--- src/logic/hsf_defines.vh ---
// constants shared by the serial framing core
`ifndef HSF_DEFINES_VH
`define HSF_DEFINES_VH
`define HSF_FLAG 8'h7e
`define HSF_CRC_OFF 2'h0
`define HSF_CRC_8 2'h1
`define HSF_CRC_16 2'h2
`define HSF_CRC_32 2'h3
`define HSF_POLY8 32'h00000007
`define HSF_POLY16 32'h00001021
`define HSF_POLY32 32'h04c11db7
`define HSF_MASK8 32'h000000ff
`define HSF_MASK16 32'h0000ffff
`define HSF_MASK32 32'hffffffff
`define HSF_RES8 32'h000000f3
`define HSF_RES16 32'h00001d0f
`define HSF_RES32 32'hc704dd7b
`define HSF_LAST8 5'h07
`define HSF_LAST16 5'h0f
`define HSF_LAST32 5'h1f
`define HSF_MIN_OFF 16'h0001
`define HSF_MIN8 16'h0002
`define HSF_MIN16 16'h0003
`define HSF_MIN32 16'h0005
`define HSF_ADDR_OFF 2'h0
`define HSF_ADDR_16 2'h2
`define HSF_AMASK8 16'h00ff
`define HSF_AMASK16 16'hffff
`define HSF_STUFF_ONES 3'h5
`define HSF_ABORT_PRE 3'h6
`define HSF_INS_ZEROS 3'h7
`define HSF_BYTE_LAST 3'h7
`define HSF_MAX_FRAMES 9'h100
`define HSF_TMR_SRC 31:30
`define HSF_TMR_CONT 29
`define HSF_TMR_CNT 28:0
`define HSF_TMR_ONE 29'h00000001
`define HSF_SRC_TX 2'h0
`define HSF_SRC_RX 2'h1
`define HSF_SRC_BUS 2'h2
`define HSF_ST_VALID 0
`define HSF_ST_CRC_OK 1
`define HSF_ST_ABORT 2
`define HSF_ST_LEN 3
`define HSF_ST_RESET 4
`endif

--- src/logic/hsf_framer.v ---
// bit-oriented serial framer with crc, bit stuffing, address filter and timer
// Functional notes
// - check value is ones complement of remainder under the selected 8, 16 or 32-bit polynomial
// - transmit checksum preset to ones, divided over data, complement sent
// - receive checksum over data plus check field equals fixed 8, 16 or 32-bit residue of the selected mode
// - data inversion flips every line bit at the core boundary
// - clock inversion moves sampling and launch edge from falling to rising
// - timer clocked from one of three sources (fourth code reserved), one-shot or auto-reload
// - timer control word is 32 bits: three control, 29 count
// - timer raises its expired event on expiry
// - timer-paced mode sends exactly one frame per expiry
// - repeat command resends each expiry; normal commands queue up to 256
// - expiry with no queued frame does nothing
// - insert zero after five ones; receiver deletes it
// - optional one inserted after seven zeros and deleted on receive
// - frames bounded by flag 0x7e; receiver hunts for it continuously
// - one shared flag closes one frame and opens the next
// - optional 8 or 16-bit address check; mismatch drops frame, hunts again
// - set mask bits always match; all-zero mask disables masking
// - second maskable group address; either match accepts frame
// - address bytes optionally pushed as first bytes of frame
// - reception starts right after the opening flag
// - stop on closing flag, reset command, length limit or abort
// - after stop hunt again, close block, check crc, append status word
// - check field always sent highest coefficient first
// - 16-bit ccitt residue is fixed pattern with ones preset
`timescale 1ns/1ps
`include "hsf_defines.vh"
module hsf_framer (
    input wire core_clk,
    input wire nrst,
    input wire rx_clk_pin,
    input wire rx_data_pin,
    input wire tx_clk_pin,
    input wire rx_data_invert,
    input wire tx_data_invert,
    input wire tx_clock_out_invert,
    input wire tx_clock_in_invert,
    input wire rx_clock_invert,
    input wire [1:0] crc_mode,
    input wire one_insert_en,
    input wire [1:0] addr_mode,
    input wire addr_store_en,
    input wire [15:0] station_addr,
    input wire [15:0] station_mask,
    input wire [15:0] group_addr,
    input wire [15:0] group_mask,
    input wire rlc_en,
    input wire [15:0] receive_length_limit,
    input wire rx_reset_cmd,
    input wire [31:0] timer_ctrl,
    input wire timer_start,
    input wire timer_tx_mode,
    input wire transmit_frame_cmd,
    input wire repeat_transmit_cmd,
    input wire [7:0] tx_data,
    input wire tx_valid,
    input wire tx_last,
    output reg tx_line_q,
    output reg tx_clk_out_q,
    output reg tx_ready_q,
    output reg tx_frame_start_q,
    output reg tx_repeat_q,
    output reg [8:0] tx_frames_queued_q,
    output reg [7:0] rx_byte_q,
    output reg rx_byte_valid_q,
    output reg rx_status_flag_q,
    output reg rx_in_frame_q,
    output reg timer_expired_event_q
);
    localparam TX_FLAG = 2'h0, TX_DATA = 2'h1, TX_CRC = 2'h2;
    reg [31:0] residue, poly, kmask;
    reg [4:0] crc_last;
    reg [15:0] min_bytes;

    // ------------------------------------------------------------
    // crc helpers
    // ------------------------------------------------------------
    // width follows crc_mode through poly, kmask and crc_last
    function [31:0] crc_step;
        input [31:0] c;
        input b;
        begin
            crc_step = ({c[30:0], 1'b0} ^ ((c[crc_last] ^ b) ? poly : 32'h0))
                       & kmask;
        end
    endfunction

    function [31:0] crc_byte;
        input [31:0] c;
        input [7:0] d;
        integer i;
        reg [31:0] t;
        begin
            t = c;
            for (i = 0; i < 8; i = i + 1) t = crc_step(t, d[i]);
            crc_byte = t;
        end
    endfunction

    function [7:0] status_word;
        input vld, ok, abt, len, rst;
        begin
            status_word = 8'h00;
            status_word[`HSF_ST_VALID] = vld;
            status_word[`HSF_ST_CRC_OK] = ok;
            status_word[`HSF_ST_ABORT] = abt;
            status_word[`HSF_ST_LEN] = len;
            status_word[`HSF_ST_RESET] = rst;
        end
    endfunction

    always @* begin
        case (crc_mode)
            `HSF_CRC_8: begin
                residue = `HSF_RES8; crc_last = `HSF_LAST8; min_bytes = `HSF_MIN8;
                poly = `HSF_POLY8; kmask = `HSF_MASK8;
            end
            `HSF_CRC_16: begin
                residue = `HSF_RES16; crc_last = `HSF_LAST16; min_bytes = `HSF_MIN16;
                poly = `HSF_POLY16; kmask = `HSF_MASK16;
            end
            `HSF_CRC_32: begin
                residue = `HSF_RES32; crc_last = `HSF_LAST32; min_bytes = `HSF_MIN32;
                poly = `HSF_POLY32; kmask = `HSF_MASK32;
            end
            default: begin
                residue = 32'h0; crc_last = `HSF_LAST8; min_bytes = `HSF_MIN_OFF;
                poly = `HSF_POLY8; kmask = `HSF_MASK8;
            end
        endcase
    end

    // ------------------------------------------------------------
    // pin synchronisers and clock edges
    // ------------------------------------------------------------
    reg rx_clk_s1_q, rx_clk_s2_q, rx_clk_s3_q;
    reg rx_dat_s1_q, rx_dat_s2_q;
    reg tx_clk_s1_q, tx_clk_s2_q, tx_clk_s3_q;
    always @(posedge core_clk or negedge nrst) begin
        if (!nrst) begin
            rx_clk_s1_q <= 1'b0; rx_clk_s2_q <= 1'b0; rx_clk_s3_q <= 1'b0;
            rx_dat_s1_q <= 1'b1; rx_dat_s2_q <= 1'b1;
            tx_clk_s1_q <= 1'b0; tx_clk_s2_q <= 1'b0; tx_clk_s3_q <= 1'b0;
            tx_clk_out_q <= 1'b0;
        end else begin
            rx_clk_s1_q <= rx_clk_pin; rx_clk_s2_q <= rx_clk_s1_q; rx_clk_s3_q <= rx_clk_s2_q;
            rx_dat_s1_q <= rx_data_pin; rx_dat_s2_q <= rx_dat_s1_q;
            tx_clk_s1_q <= tx_clk_pin; tx_clk_s2_q <= tx_clk_s1_q; tx_clk_s3_q <= tx_clk_s2_q;
            tx_clk_out_q <= tx_clk_s2_q ^ tx_clock_out_invert;
        end
    end
    // falling edge of the effective clock; inversion turns it into rising
    wire rx_tick = (rx_clk_s3_q ^ rx_clock_invert) & ~(rx_clk_s2_q ^ rx_clock_invert);
    wire tx_tick = (tx_clk_s3_q ^ tx_clock_in_invert) & ~(tx_clk_s2_q ^ tx_clock_in_invert);
    wire rb = rx_dat_s2_q ^ rx_data_invert;

    // ------------------------------------------------------------
    // countdown timer
    // ------------------------------------------------------------
    reg [28:0] tmr_cnt_q;
    reg tmr_run_q;
    // reserved source never counts
    wire tmr_src_tick = (timer_ctrl[`HSF_TMR_SRC] == `HSF_SRC_TX) ? tx_tick :
                        (timer_ctrl[`HSF_TMR_SRC] == `HSF_SRC_RX) ? rx_tick :
                        (timer_ctrl[`HSF_TMR_SRC] == `HSF_SRC_BUS);
    wire tmr_expire = tmr_run_q & tmr_src_tick & (tmr_cnt_q <= `HSF_TMR_ONE);
    always @(posedge core_clk or negedge nrst) begin
        if (!nrst) begin
            tmr_cnt_q <= 29'h0; tmr_run_q <= 1'b0; timer_expired_event_q <= 1'b0;
        end else begin
            timer_expired_event_q <= tmr_expire;
            if (timer_start) begin
                tmr_cnt_q <= timer_ctrl[`HSF_TMR_CNT];
                tmr_run_q <= 1'b1;
            end else if (tmr_expire) begin
                tmr_cnt_q <= timer_ctrl[`HSF_TMR_CNT];
                tmr_run_q <= timer_ctrl[`HSF_TMR_CONT];
            end else if (tmr_run_q & tmr_src_tick) begin
                tmr_cnt_q <= tmr_cnt_q - `HSF_TMR_ONE;
            end
        end
    end

    // ------------------------------------------------------------
    // transmitter
    // ------------------------------------------------------------
    reg [1:0] tx_st_q;
    reg [4:0] tx_bit_q;
    reg [7:0] tx_sh_q;
    reg tx_last_q;
    reg [31:0] tx_crc_q;
    reg [2:0] t_ones_q, t_zeros_q;
    reg exp_pend_q;
    wire have_frame = tx_repeat_q | (tx_frames_queued_q != 9'h0);
    wire tx_go = tx_valid & (timer_tx_mode ? exp_pend_q & have_frame : have_frame);
    wire flag_end = tx_tick & (tx_st_q == TX_FLAG) & (tx_bit_q[2:0] == `HSF_BYTE_LAST);
    wire stuff_ok = (tx_st_q != TX_FLAG) | (tx_bit_q == 5'h0);
    wire ins_zero = stuff_ok & (t_ones_q == `HSF_STUFF_ONES);
    wire ins_one = stuff_ok & one_insert_en & (t_zeros_q == `HSF_INS_ZEROS);
    wire [7:0] flag_pat = `HSF_FLAG;
    wire tx_b = (tx_st_q == TX_FLAG) ? flag_pat[tx_bit_q[2:0]] :
                (tx_st_q == TX_DATA) ? tx_sh_q[tx_bit_q[2:0]] : tx_crc_q[crc_last];
    wire [31:0] tx_crc_n = crc_step(tx_crc_q, tx_b);
    wire tx_end_data = tx_tick & ~ins_zero & ~ins_one & (tx_st_q == TX_DATA)
                       & (tx_bit_q[2:0] == `HSF_BYTE_LAST) & (tx_last_q | ~tx_valid);
    wire tx_done = (tx_end_data & (crc_mode == `HSF_CRC_OFF)) | (tx_tick & ~ins_zero & ~ins_one
                   & (tx_st_q == TX_CRC) & (tx_bit_q == crc_last));
    wire q_inc = transmit_frame_cmd & (tx_frames_queued_q < `HSF_MAX_FRAMES);
    wire q_dec = tx_done & ~tx_repeat_q & (tx_frames_queued_q != 9'h0);

    always @(posedge core_clk or negedge nrst) begin
        if (!nrst) begin
            tx_st_q <= TX_FLAG; tx_bit_q <= 5'h0; tx_sh_q <= 8'h0; tx_last_q <= 1'b0;
            tx_crc_q <= 32'h0; t_ones_q <= 3'h0; t_zeros_q <= 3'h0; exp_pend_q <= 1'b0;
            tx_line_q <= 1'b1; tx_ready_q <= 1'b0; tx_frame_start_q <= 1'b0;
            tx_repeat_q <= 1'b0; tx_frames_queued_q <= 9'h0;
        end else begin
            tx_ready_q <= 1'b0;
            tx_frame_start_q <= 1'b0;
            if (transmit_frame_cmd) tx_repeat_q <= 1'b0;
            else if (repeat_transmit_cmd) tx_repeat_q <= 1'b1;
            tx_frames_queued_q <= tx_frames_queued_q + {8'h0, q_inc} - {8'h0, q_dec};
            // a fresh expiry wins over the clear taken at the flag boundary
            if (timer_expired_event_q) exp_pend_q <= 1'b1;
            else if (flag_end & ~ins_zero & ~ins_one & (tx_go | ~have_frame))
                exp_pend_q <= 1'b0;
            if (tx_tick) begin
                if (ins_zero) begin
                    tx_line_q <= tx_data_invert;
                    t_ones_q <= 3'h0;
                    t_zeros_q <= (t_zeros_q == `HSF_INS_ZEROS) ? t_zeros_q : t_zeros_q + 3'h1;
                end else if (ins_one) begin
                    tx_line_q <= ~tx_data_invert;
                    t_zeros_q <= 3'h0;
                    t_ones_q <= 3'h1;
                end else begin
                    tx_line_q <= tx_b ^ tx_data_invert;
                    t_ones_q <= tx_b ? ((t_ones_q == `HSF_INS_ZEROS) ? t_ones_q : t_ones_q + 3'h1)
                                     : 3'h0;
                    t_zeros_q <= tx_b ? 3'h0 :
                                 ((t_zeros_q == `HSF_INS_ZEROS) ? t_zeros_q : t_zeros_q + 3'h1);
                    case (tx_st_q)
                        TX_FLAG: begin
                            // idle fill is flags, so the last one opens the frame
                            tx_bit_q <= (tx_bit_q[2:0] == `HSF_BYTE_LAST) ? 5'h0 : tx_bit_q + 5'h1;
                            if (flag_end & tx_go) begin
                                tx_st_q <= TX_DATA;
                                tx_sh_q <= tx_data;
                                tx_last_q <= tx_last;
                                tx_ready_q <= 1'b1;
                                tx_frame_start_q <= 1'b1;
                                tx_crc_q <= `HSF_MASK32;
                            end
                        end
                        TX_DATA: begin
                            tx_crc_q <= tx_crc_n;
                            tx_bit_q <= tx_bit_q + 5'h1;
                            if (tx_bit_q[2:0] == `HSF_BYTE_LAST) begin
                                tx_bit_q <= 5'h0;
                                if (tx_end_data) begin
                                    tx_st_q <= (crc_mode == `HSF_CRC_OFF) ? TX_FLAG : TX_CRC;
                                    tx_crc_q <= ~tx_crc_n;
                                end else begin
                                    tx_sh_q <= tx_data;
                                    tx_last_q <= tx_last;
                                    tx_ready_q <= 1'b1;
                                end
                            end
                        end
                        TX_CRC: begin
                            tx_crc_q <= {tx_crc_q[30:0], 1'b0};
                            tx_bit_q <= tx_bit_q + 5'h1;
                            if (tx_done) begin
                                tx_st_q <= TX_FLAG;
                                tx_bit_q <= 5'h0;
                            end
                        end
                        default: tx_st_q <= TX_FLAG;
                    endcase
                end
            end
        end
    end

    // ------------------------------------------------------------
    // receiver
    // ------------------------------------------------------------
    reg [7:0] rx_raw_q, rx_acc_q, rx_pend_q, rx_addr_h_q, hold_q;
    reg [2:0] r_ones_q, r_zeros_q, rx_cnt_q;
    reg [1:0] rx_addr_n_q;
    reg rx_pend_v_q, hold_v_q, hold_st_q;
    reg [15:0] rx_bytes_q;
    reg [31:0] rx_crc_q;
    wire [7:0] raw_n = {rb, rx_raw_q[7:1]};
    wire flag_det = (raw_n == `HSF_FLAG);
    wire abort_det = rb & (r_ones_q == `HSF_ABORT_PRE);
    wire del = (~rb & (r_ones_q == `HSF_STUFF_ONES))
             | (rb & one_insert_en & (r_zeros_q == `HSF_INS_ZEROS));
    wire [7:0] acc_n = {rb, rx_acc_q[7:1]};
    wire [31:0] crc_rel = crc_byte(rx_crc_q, rx_pend_q);
    wire [31:0] crc_fin = rx_pend_v_q ? crc_rel : rx_crc_q;
    wire [15:0] bytes_rel = rx_bytes_q + 16'h1;
    wire [15:0] bytes_fin = rx_bytes_q + {15'h0, rx_pend_v_q};
    wire crc_ok = (crc_mode == `HSF_CRC_OFF) | (crc_fin == residue);
    wire a16 = (addr_mode == `HSF_ADDR_16);
    wire [15:0] amask = a16 ? `HSF_AMASK16 : `HSF_AMASK8;
    wire [15:0] a_in = {rx_addr_h_q, rx_pend_q};
    wire a_match = ((((a_in ^ station_addr) & ~station_mask) & amask) == 16'h0)
                 | ((((a_in ^ group_addr) & ~group_mask) & amask) == 16'h0);
    wire need_h = a16 & (rx_addr_n_q == 2'h0);
    wire in_addr = (rx_addr_n_q != 2'h2);
    wire len_hit = rlc_en & (bytes_rel >= receive_length_limit);

    always @(posedge core_clk or negedge nrst) begin
        if (!nrst) begin
            rx_raw_q <= 8'h0; rx_acc_q <= 8'h0; rx_pend_q <= 8'h0; rx_addr_h_q <= 8'h0;
            hold_q <= 8'h0; r_ones_q <= 3'h0; r_zeros_q <= 3'h0; rx_cnt_q <= 3'h0;
            rx_addr_n_q <= 2'h0; rx_pend_v_q <= 1'b0; hold_v_q <= 1'b0; hold_st_q <= 1'b0;
            rx_bytes_q <= 16'h0; rx_crc_q <= 32'h0; rx_in_frame_q <= 1'b0;
            rx_byte_q <= 8'h0; rx_byte_valid_q <= 1'b0; rx_status_flag_q <= 1'b0;
        end else begin
            rx_byte_valid_q <= 1'b0;
            rx_status_flag_q <= 1'b0;
            if (hold_v_q) begin
                rx_byte_q <= hold_q; rx_byte_valid_q <= 1'b1; rx_status_flag_q <= hold_st_q;
                hold_v_q <= 1'b0;
            end
            if (rx_reset_cmd) begin
                rx_in_frame_q <= 1'b0;
                rx_pend_v_q <= 1'b0;
                if (rx_in_frame_q) begin
                    rx_byte_q <= status_word(1'b0, crc_ok, 1'b0, 1'b0, 1'b1);
                    rx_byte_valid_q <= 1'b1; rx_status_flag_q <= 1'b1;
                end
            end else if (rx_tick) begin
                rx_raw_q <= raw_n;
                r_ones_q <= rb ? ((r_ones_q == `HSF_INS_ZEROS) ? r_ones_q : r_ones_q + 3'h1) : 3'h0;
                r_zeros_q <= rb ? 3'h0 :
                             ((r_zeros_q == `HSF_INS_ZEROS) ? r_zeros_q : r_zeros_q + 3'h1);
                if ((rx_in_frame_q & (abort_det | flag_det)) & ((bytes_fin != 16'h0) | abort_det)) begin
                    // close: last held byte now, status word right after
                    hold_q <= status_word(~abort_det & (rx_cnt_q == `HSF_BYTE_LAST)
                              & (bytes_fin >= min_bytes), crc_ok, abort_det, 1'b0, 1'b0);
                    hold_st_q <= 1'b1;
                    if (rx_pend_v_q) begin
                        rx_byte_q <= rx_pend_q; rx_byte_valid_q <= 1'b1;
                        hold_v_q <= 1'b1;
                    end else begin
                        rx_byte_q <= status_word(1'b0, crc_ok, abort_det, 1'b0, 1'b0);
                        rx_byte_valid_q <= 1'b1; rx_status_flag_q <= 1'b1;
                    end
                end
                if (rx_in_frame_q & abort_det) begin
                    rx_in_frame_q <= 1'b0;
                    rx_pend_v_q <= 1'b0;
                end else if (flag_det) begin
                    rx_in_frame_q <= 1'b1;
                    rx_cnt_q <= 3'h0; rx_pend_v_q <= 1'b0; rx_bytes_q <= 16'h0;
                    rx_crc_q <= `HSF_MASK32;
                    rx_addr_n_q <= (addr_mode == `HSF_ADDR_OFF) ? 2'h2 : 2'h0;
                end else if (rx_in_frame_q & ~del) begin
                    rx_acc_q <= acc_n;
                    rx_cnt_q <= rx_cnt_q + 3'h1;
                    if (rx_cnt_q == `HSF_BYTE_LAST) begin
                        // one byte of delay keeps the closing flag out of the data
                        rx_pend_q <= acc_n; rx_pend_v_q <= 1'b1;
                        if (rx_pend_v_q) begin
                            rx_crc_q <= crc_rel; rx_bytes_q <= bytes_rel;
                            if (in_addr & need_h) begin
                                rx_addr_h_q <= rx_pend_q; rx_addr_n_q <= 2'h1;
                            end else if (in_addr & ~a_match) begin
                                rx_in_frame_q <= 1'b0; rx_pend_v_q <= 1'b0;
                            end else begin
                                rx_addr_n_q <= 2'h2;
                                if (~in_addr | addr_store_en) begin
                                    rx_byte_q <= (in_addr & a16) ? rx_addr_h_q : rx_pend_q;
                                    rx_byte_valid_q <= 1'b1;
                                end
                                if (in_addr & a16 & addr_store_en) begin
                                    hold_q <= rx_pend_q; hold_st_q <= 1'b0; hold_v_q <= 1'b1;
                                end else if (len_hit) begin
                                    hold_q <= status_word(1'b0, 1'b0, 1'b0, 1'b1, 1'b0);
                                    hold_st_q <= 1'b1; hold_v_q <= 1'b1;
                                    rx_in_frame_q <= 1'b0; rx_pend_v_q <= 1'b0;
                                end
                            end
                        end
                    end
                end
            end
        end
    end
endmodule // hsf_framer

--- config.mk ---
export PLATFORM = sky130hd
export DESIGN_NAME = hsf_framer
export DESIGN_NICKNAME = d
export VERILOG_FILES = /design/src/logic/hsf_framer.v
export VERILOG_INCLUDE_DIRS = /design/src /design/src/logic
export SDC_FILE = /design/constraint.sdc
export NUM_CORES = 1
export LEC_CHECK = 0
export BUFFER_PORTS_ARGS = -buffer_cell sky130_fd_sc_hd__buf_4
export CORE_MARGIN = 2
export CORE_UTILIZATION = 40
export DETAILED_ROUTE_END_ITERATION = 7
export PLACE_DENSITY_LB_ADDON = 0.12
export RECOVER_POWER = 50
export REMOVE_ABC_BUFFERS = 1
export SLEW_MARGIN = 15
export SYNTH_ARGS = -nofsm -noshare
export SYNTH_HDL_FRONTEND = slang
export SYNTH_SLANG_ARGS = --single-unit
--- constraint.sdc ---
create_clock -name core_clk -period 6 [get_ports core_clk]
set_input_delay 0.3 -clock core_clk [delete_from_list [all_inputs] [get_ports core_clk]]
set_output_delay 0.3 -clock core_clk [all_outputs]
set_load 0.1 [all_outputs]
==> reports/qor.csv <==
stage,metric,value,unit
clock_network,CTS root buffer,clkbuf_16,
sta,final hold violation count,0,
sta,Worst-Margin Slew,4440,ps
worst_hold_path,Hold Path Depth,3,
synthesis,"EDFF count, synth",0,
synthesis,Yosys top cell by area,dfrtp_1,
pwr,Int Pwr,3.55,mW
critical_path,Worst Setup SP,tx_bit_q[0],
pwr,switching share of power,0.376,
layout,Finished Layout Cells,2468,
sta,Worst slew margin,-1.96,
worst_hold_path,Hold Path Sink,tmr_cnt_q[18],
layout,most frequent cells in the layout,"216 x dfrtp_1, 186 x nor2_1, 184 x nand2_1",
worst_hold_path,hold_sp,timer_ctrl[18],
synthesis,Avg Inst Size Synth,8.74,sq um
critical_path,r2r endpoint,tx_frames_queued_q[8],
status,status,"finished, violations left",
synthesis,Syn. warnings,0,
synthesis,Yosys top cell area share,0.348,
synthesis,sequential area share after synthesis,0.353,
sta,Post-Route Skew,21.5,ps
worst_hold_path,Worst Hold Class,primary input to register,
layout,area delta synth->final,18.1,%
critical_path,CP Launch Type,register,
critical_path,Worst Path Arrival,5360,ps
critical_path,Critical Path RT,6460,ps
routing,First-pass DRT Iterations,6,
layout,Finished Cell Area,0.0183,sq mm
synthesis,post-synthesis adder-cell area fraction,0.0496,
pwr,clock share of power,0.292,
global_routing,GRT Resource Usage Total,0.232,
clock_network,clk_lat worst skew,570,ps
clock_network,CTS tree,built,
pwr,Max VDD drop,0.252,mV
floorplanning,Core Area,0.0385,sq mm
status,failing checks,"capacitance limit, slew limit",
sta,RSZ-0062 raised after global routing,no,
routing,final wirelength,47200,um
floorplanning,die width,201,um
sta,endpoints failing setup,0,
routing,Final ANT Viol Nets,0,
placed_design,RD Place Congestion,0.938,
synthesis,"Async S/R FF share, synth",1.00,
critical_path,CP max FO,30,
global_routing,grt total ovfl,0,
routing,vias post-DR,13765,
synthesis,#FFs+latches synth,219,
pwr,Logic pwr share,0.354,
sta,setup TNS,0,ps
critical_path,FF-to-FF setup slack,1100,ps
floorplanning,top-level I/O count,170,
floorplanning,full die area,0.0404,sq mm
floorplanning,Rows,72,
layout,Layout Nets,2135,
clock_network,Sinks on Clock Net,219,
sta,final worst-path cycle share,0.817,
critical_path,Reg2Reg Depth,25,
critical_path,worst r2r src,tx_bit_q[0],
sta,final worst path period need,4900,ps
floorplanning,starting density of the core,0.404,
sta,FMAX,204,MHz
pwr,sequential share of power,0.354,
critical_path,Critical Path Max Stage Delay,530,ps
layout,"Core Util, Final",0.477,
routing,vias per inst,5.58,
pwr,sw power,2.14,mW
clock_network,CTS Buf Count,27,
placed_design,DP HPWL,33800,um
placed_design,"Cell Area, Placed",0.0173,sq mm
synthesis,Post-Synth XOR/XNOR Area,0.139,
sta,Slew Limit Fails,92,
synthesis,multiplexer area fraction after synthesis,0.0402,
layout,fillers,3736,
critical_path,Worst Setup Path Type,register to register,
synthesis,main combinational cell family by area after synthesis,compound AO/OA/AOI/OAI gates,
pwr,pwr/cell area,310,mW/mm^2
synthesis,top_reg_cell synth,dfrtp_1,
clock_network,clk buf depth,3,
synthesis,mapped cell area,0.0155,sq mm
synthesis,synthesized instance count,1778,
synthesis,post-synth cell types,95,
clock_network,H-tree levels,1,
synthesis,post-synthesis compound-gate area fraction,0.197,
synthesis,Synth area leaders,"dfrtp_1 35%, xnor2_1 7.4%, ha_1 4.8%",
global_routing,vias in the first global route,13207,
floorplanning,DIE HEIGHT,201,um
placed_design,placed cells,2399,
critical_path,"Slowest-stage cell, CP",a32oi_1,
pwr,leakage,7.95,nW
clock_network,Setup Buffers After CTS,0,
job,Max-cap violations,1,
routing,Wirelength per Cell,19.1,um
sta,hold_ws,19.7,ps
layout,fraction of layout cells with a size suffix above 1,0.148,
global_routing,largest net degree at the start of global routing,129,
routing,Iter 0 DRT Violations,1008,
layout,"commonest non-fill, non-tap cell in the layout",dfrtp_1,
global_routing,first-pass GRT wire length,75300,um
placed_design,I/O Buffers,169,
clock_network,Worst-path clk slew,60,ps
global_routing,initial antenna violation count,0,
routing,drc violations,0,
synthesis,Synth Area in Simple Gates,0.174,
critical_path,critical path endpoint category,register,
layout,ANT cells,0,
[power groups by stage]
stage | Clock (mW) | Sequential [mW] | Combinational [mW]
floorplan | 0 | 2.22 | 1.27
global placement | 0 | 2.03 | 2.00
detailed placement | 0 | 2.03 | 2.03
CTS | 1.71 | 2.01 | 2.05
global route | 1.77 | 2.06 | 2.23
finish | 1.66 | 2.01 | 2.01
[kinds of logic after synthesis]
group / count (synthesis)
simple gates: 588
xor+xnor: 204
buf+inv: 182
mux: 55
compound gates: 469
flops: 219
fa+ha+maj: 61
[per-layer routing]
layer / GRT usage / up-vias / routed length [um]
li1: - / 6614 / -
met1: 0.329 / 6605 / 21700
met2: 0.364 / 464 / 20900
met3: 0.0388 / 82 / 3360
met4: 0.0704 / 0 / 1270
met5: 0 / - / 0
[synthesized netlist by cell type (all sizes together) (15+ instances only)]
cell	count
dfrtp	216
nor2	187
nand2	184
xnor2	137
o21ai	133
a21oi	115
clkbuf	82
inv	78
ha	60
nand3	53
nor3	46
xor2	46
mux2i	32
a22o	29
o22ai	29
nor4	27
a211oi	22
buf	21
mux2	19
a221oi	18
xnor3	18
a21o	17
nand2b	17
or3	15
[flip-flops by register name, indices dropped and copies added, names as in the netlist, 5 cells and up]
register	count
rx_byte_q	8
rx_addr_h_q	8
rx_raw_q	7
rx_crc_q	32
tx_frames_queued_q	9
tx_bit_q	5
rx_pend_q	8
rx_bytes_q	16
tx_crc_q	32
hold_q	8
tx_sh_q	8
tmr_cnt_q	29
rx_acc_q	7
[worst max-delay path by stage]
stage                                  endpoint  slack (ps)  depth (start not counted)
after floorplan                       hold_q[1]         640                         13
after global placement                hold_q[1]         800                         15
after detailed placement              hold_q[1]         720                         15
after CTS                 tx_frames_queued_q[8]        1100                         25
after global routing      tx_frames_queued_q[8]         550                         25
final                     tx_frames_queued_q[8]        1100                         25
[stage by stage]
stage	power [mW]	worst slack [ps]
floorplan	3.49	636
finish	5.68	1100
global placement	4.02	804
detailed placement	4.06	719
CTS	5.77	1100
global route	6.06	550
[area by class of cell]
class	count	area [sq um]	area share
clock buffer	35	766	0.0417
multi-input combinational	1377	9340	0.509
sequential	219	5480	0.299
timing repair buffer	226	1670	0.0911
tap	518	648	0.0353
clock inverter	14	140	0.00764
inverter	79	297	0.0162
[worst max-delay path, delay by kind of cell (launching register included)]
family                     cells  cell delay, ps
buffers and inverters          6             840
adders and majority gates      4            1010
and+or+nand+nor                4             410
DFF                            1             470
AOI/OAI and AO/OA             10            1940
xor gates and xnor gates       1             110
[timing repair]
item,CTS,global route
gates resized for setup,0,0
endpoints found under the hold margin,108,0
hold buffers,20,0
(Power assumes the default switching activity.)
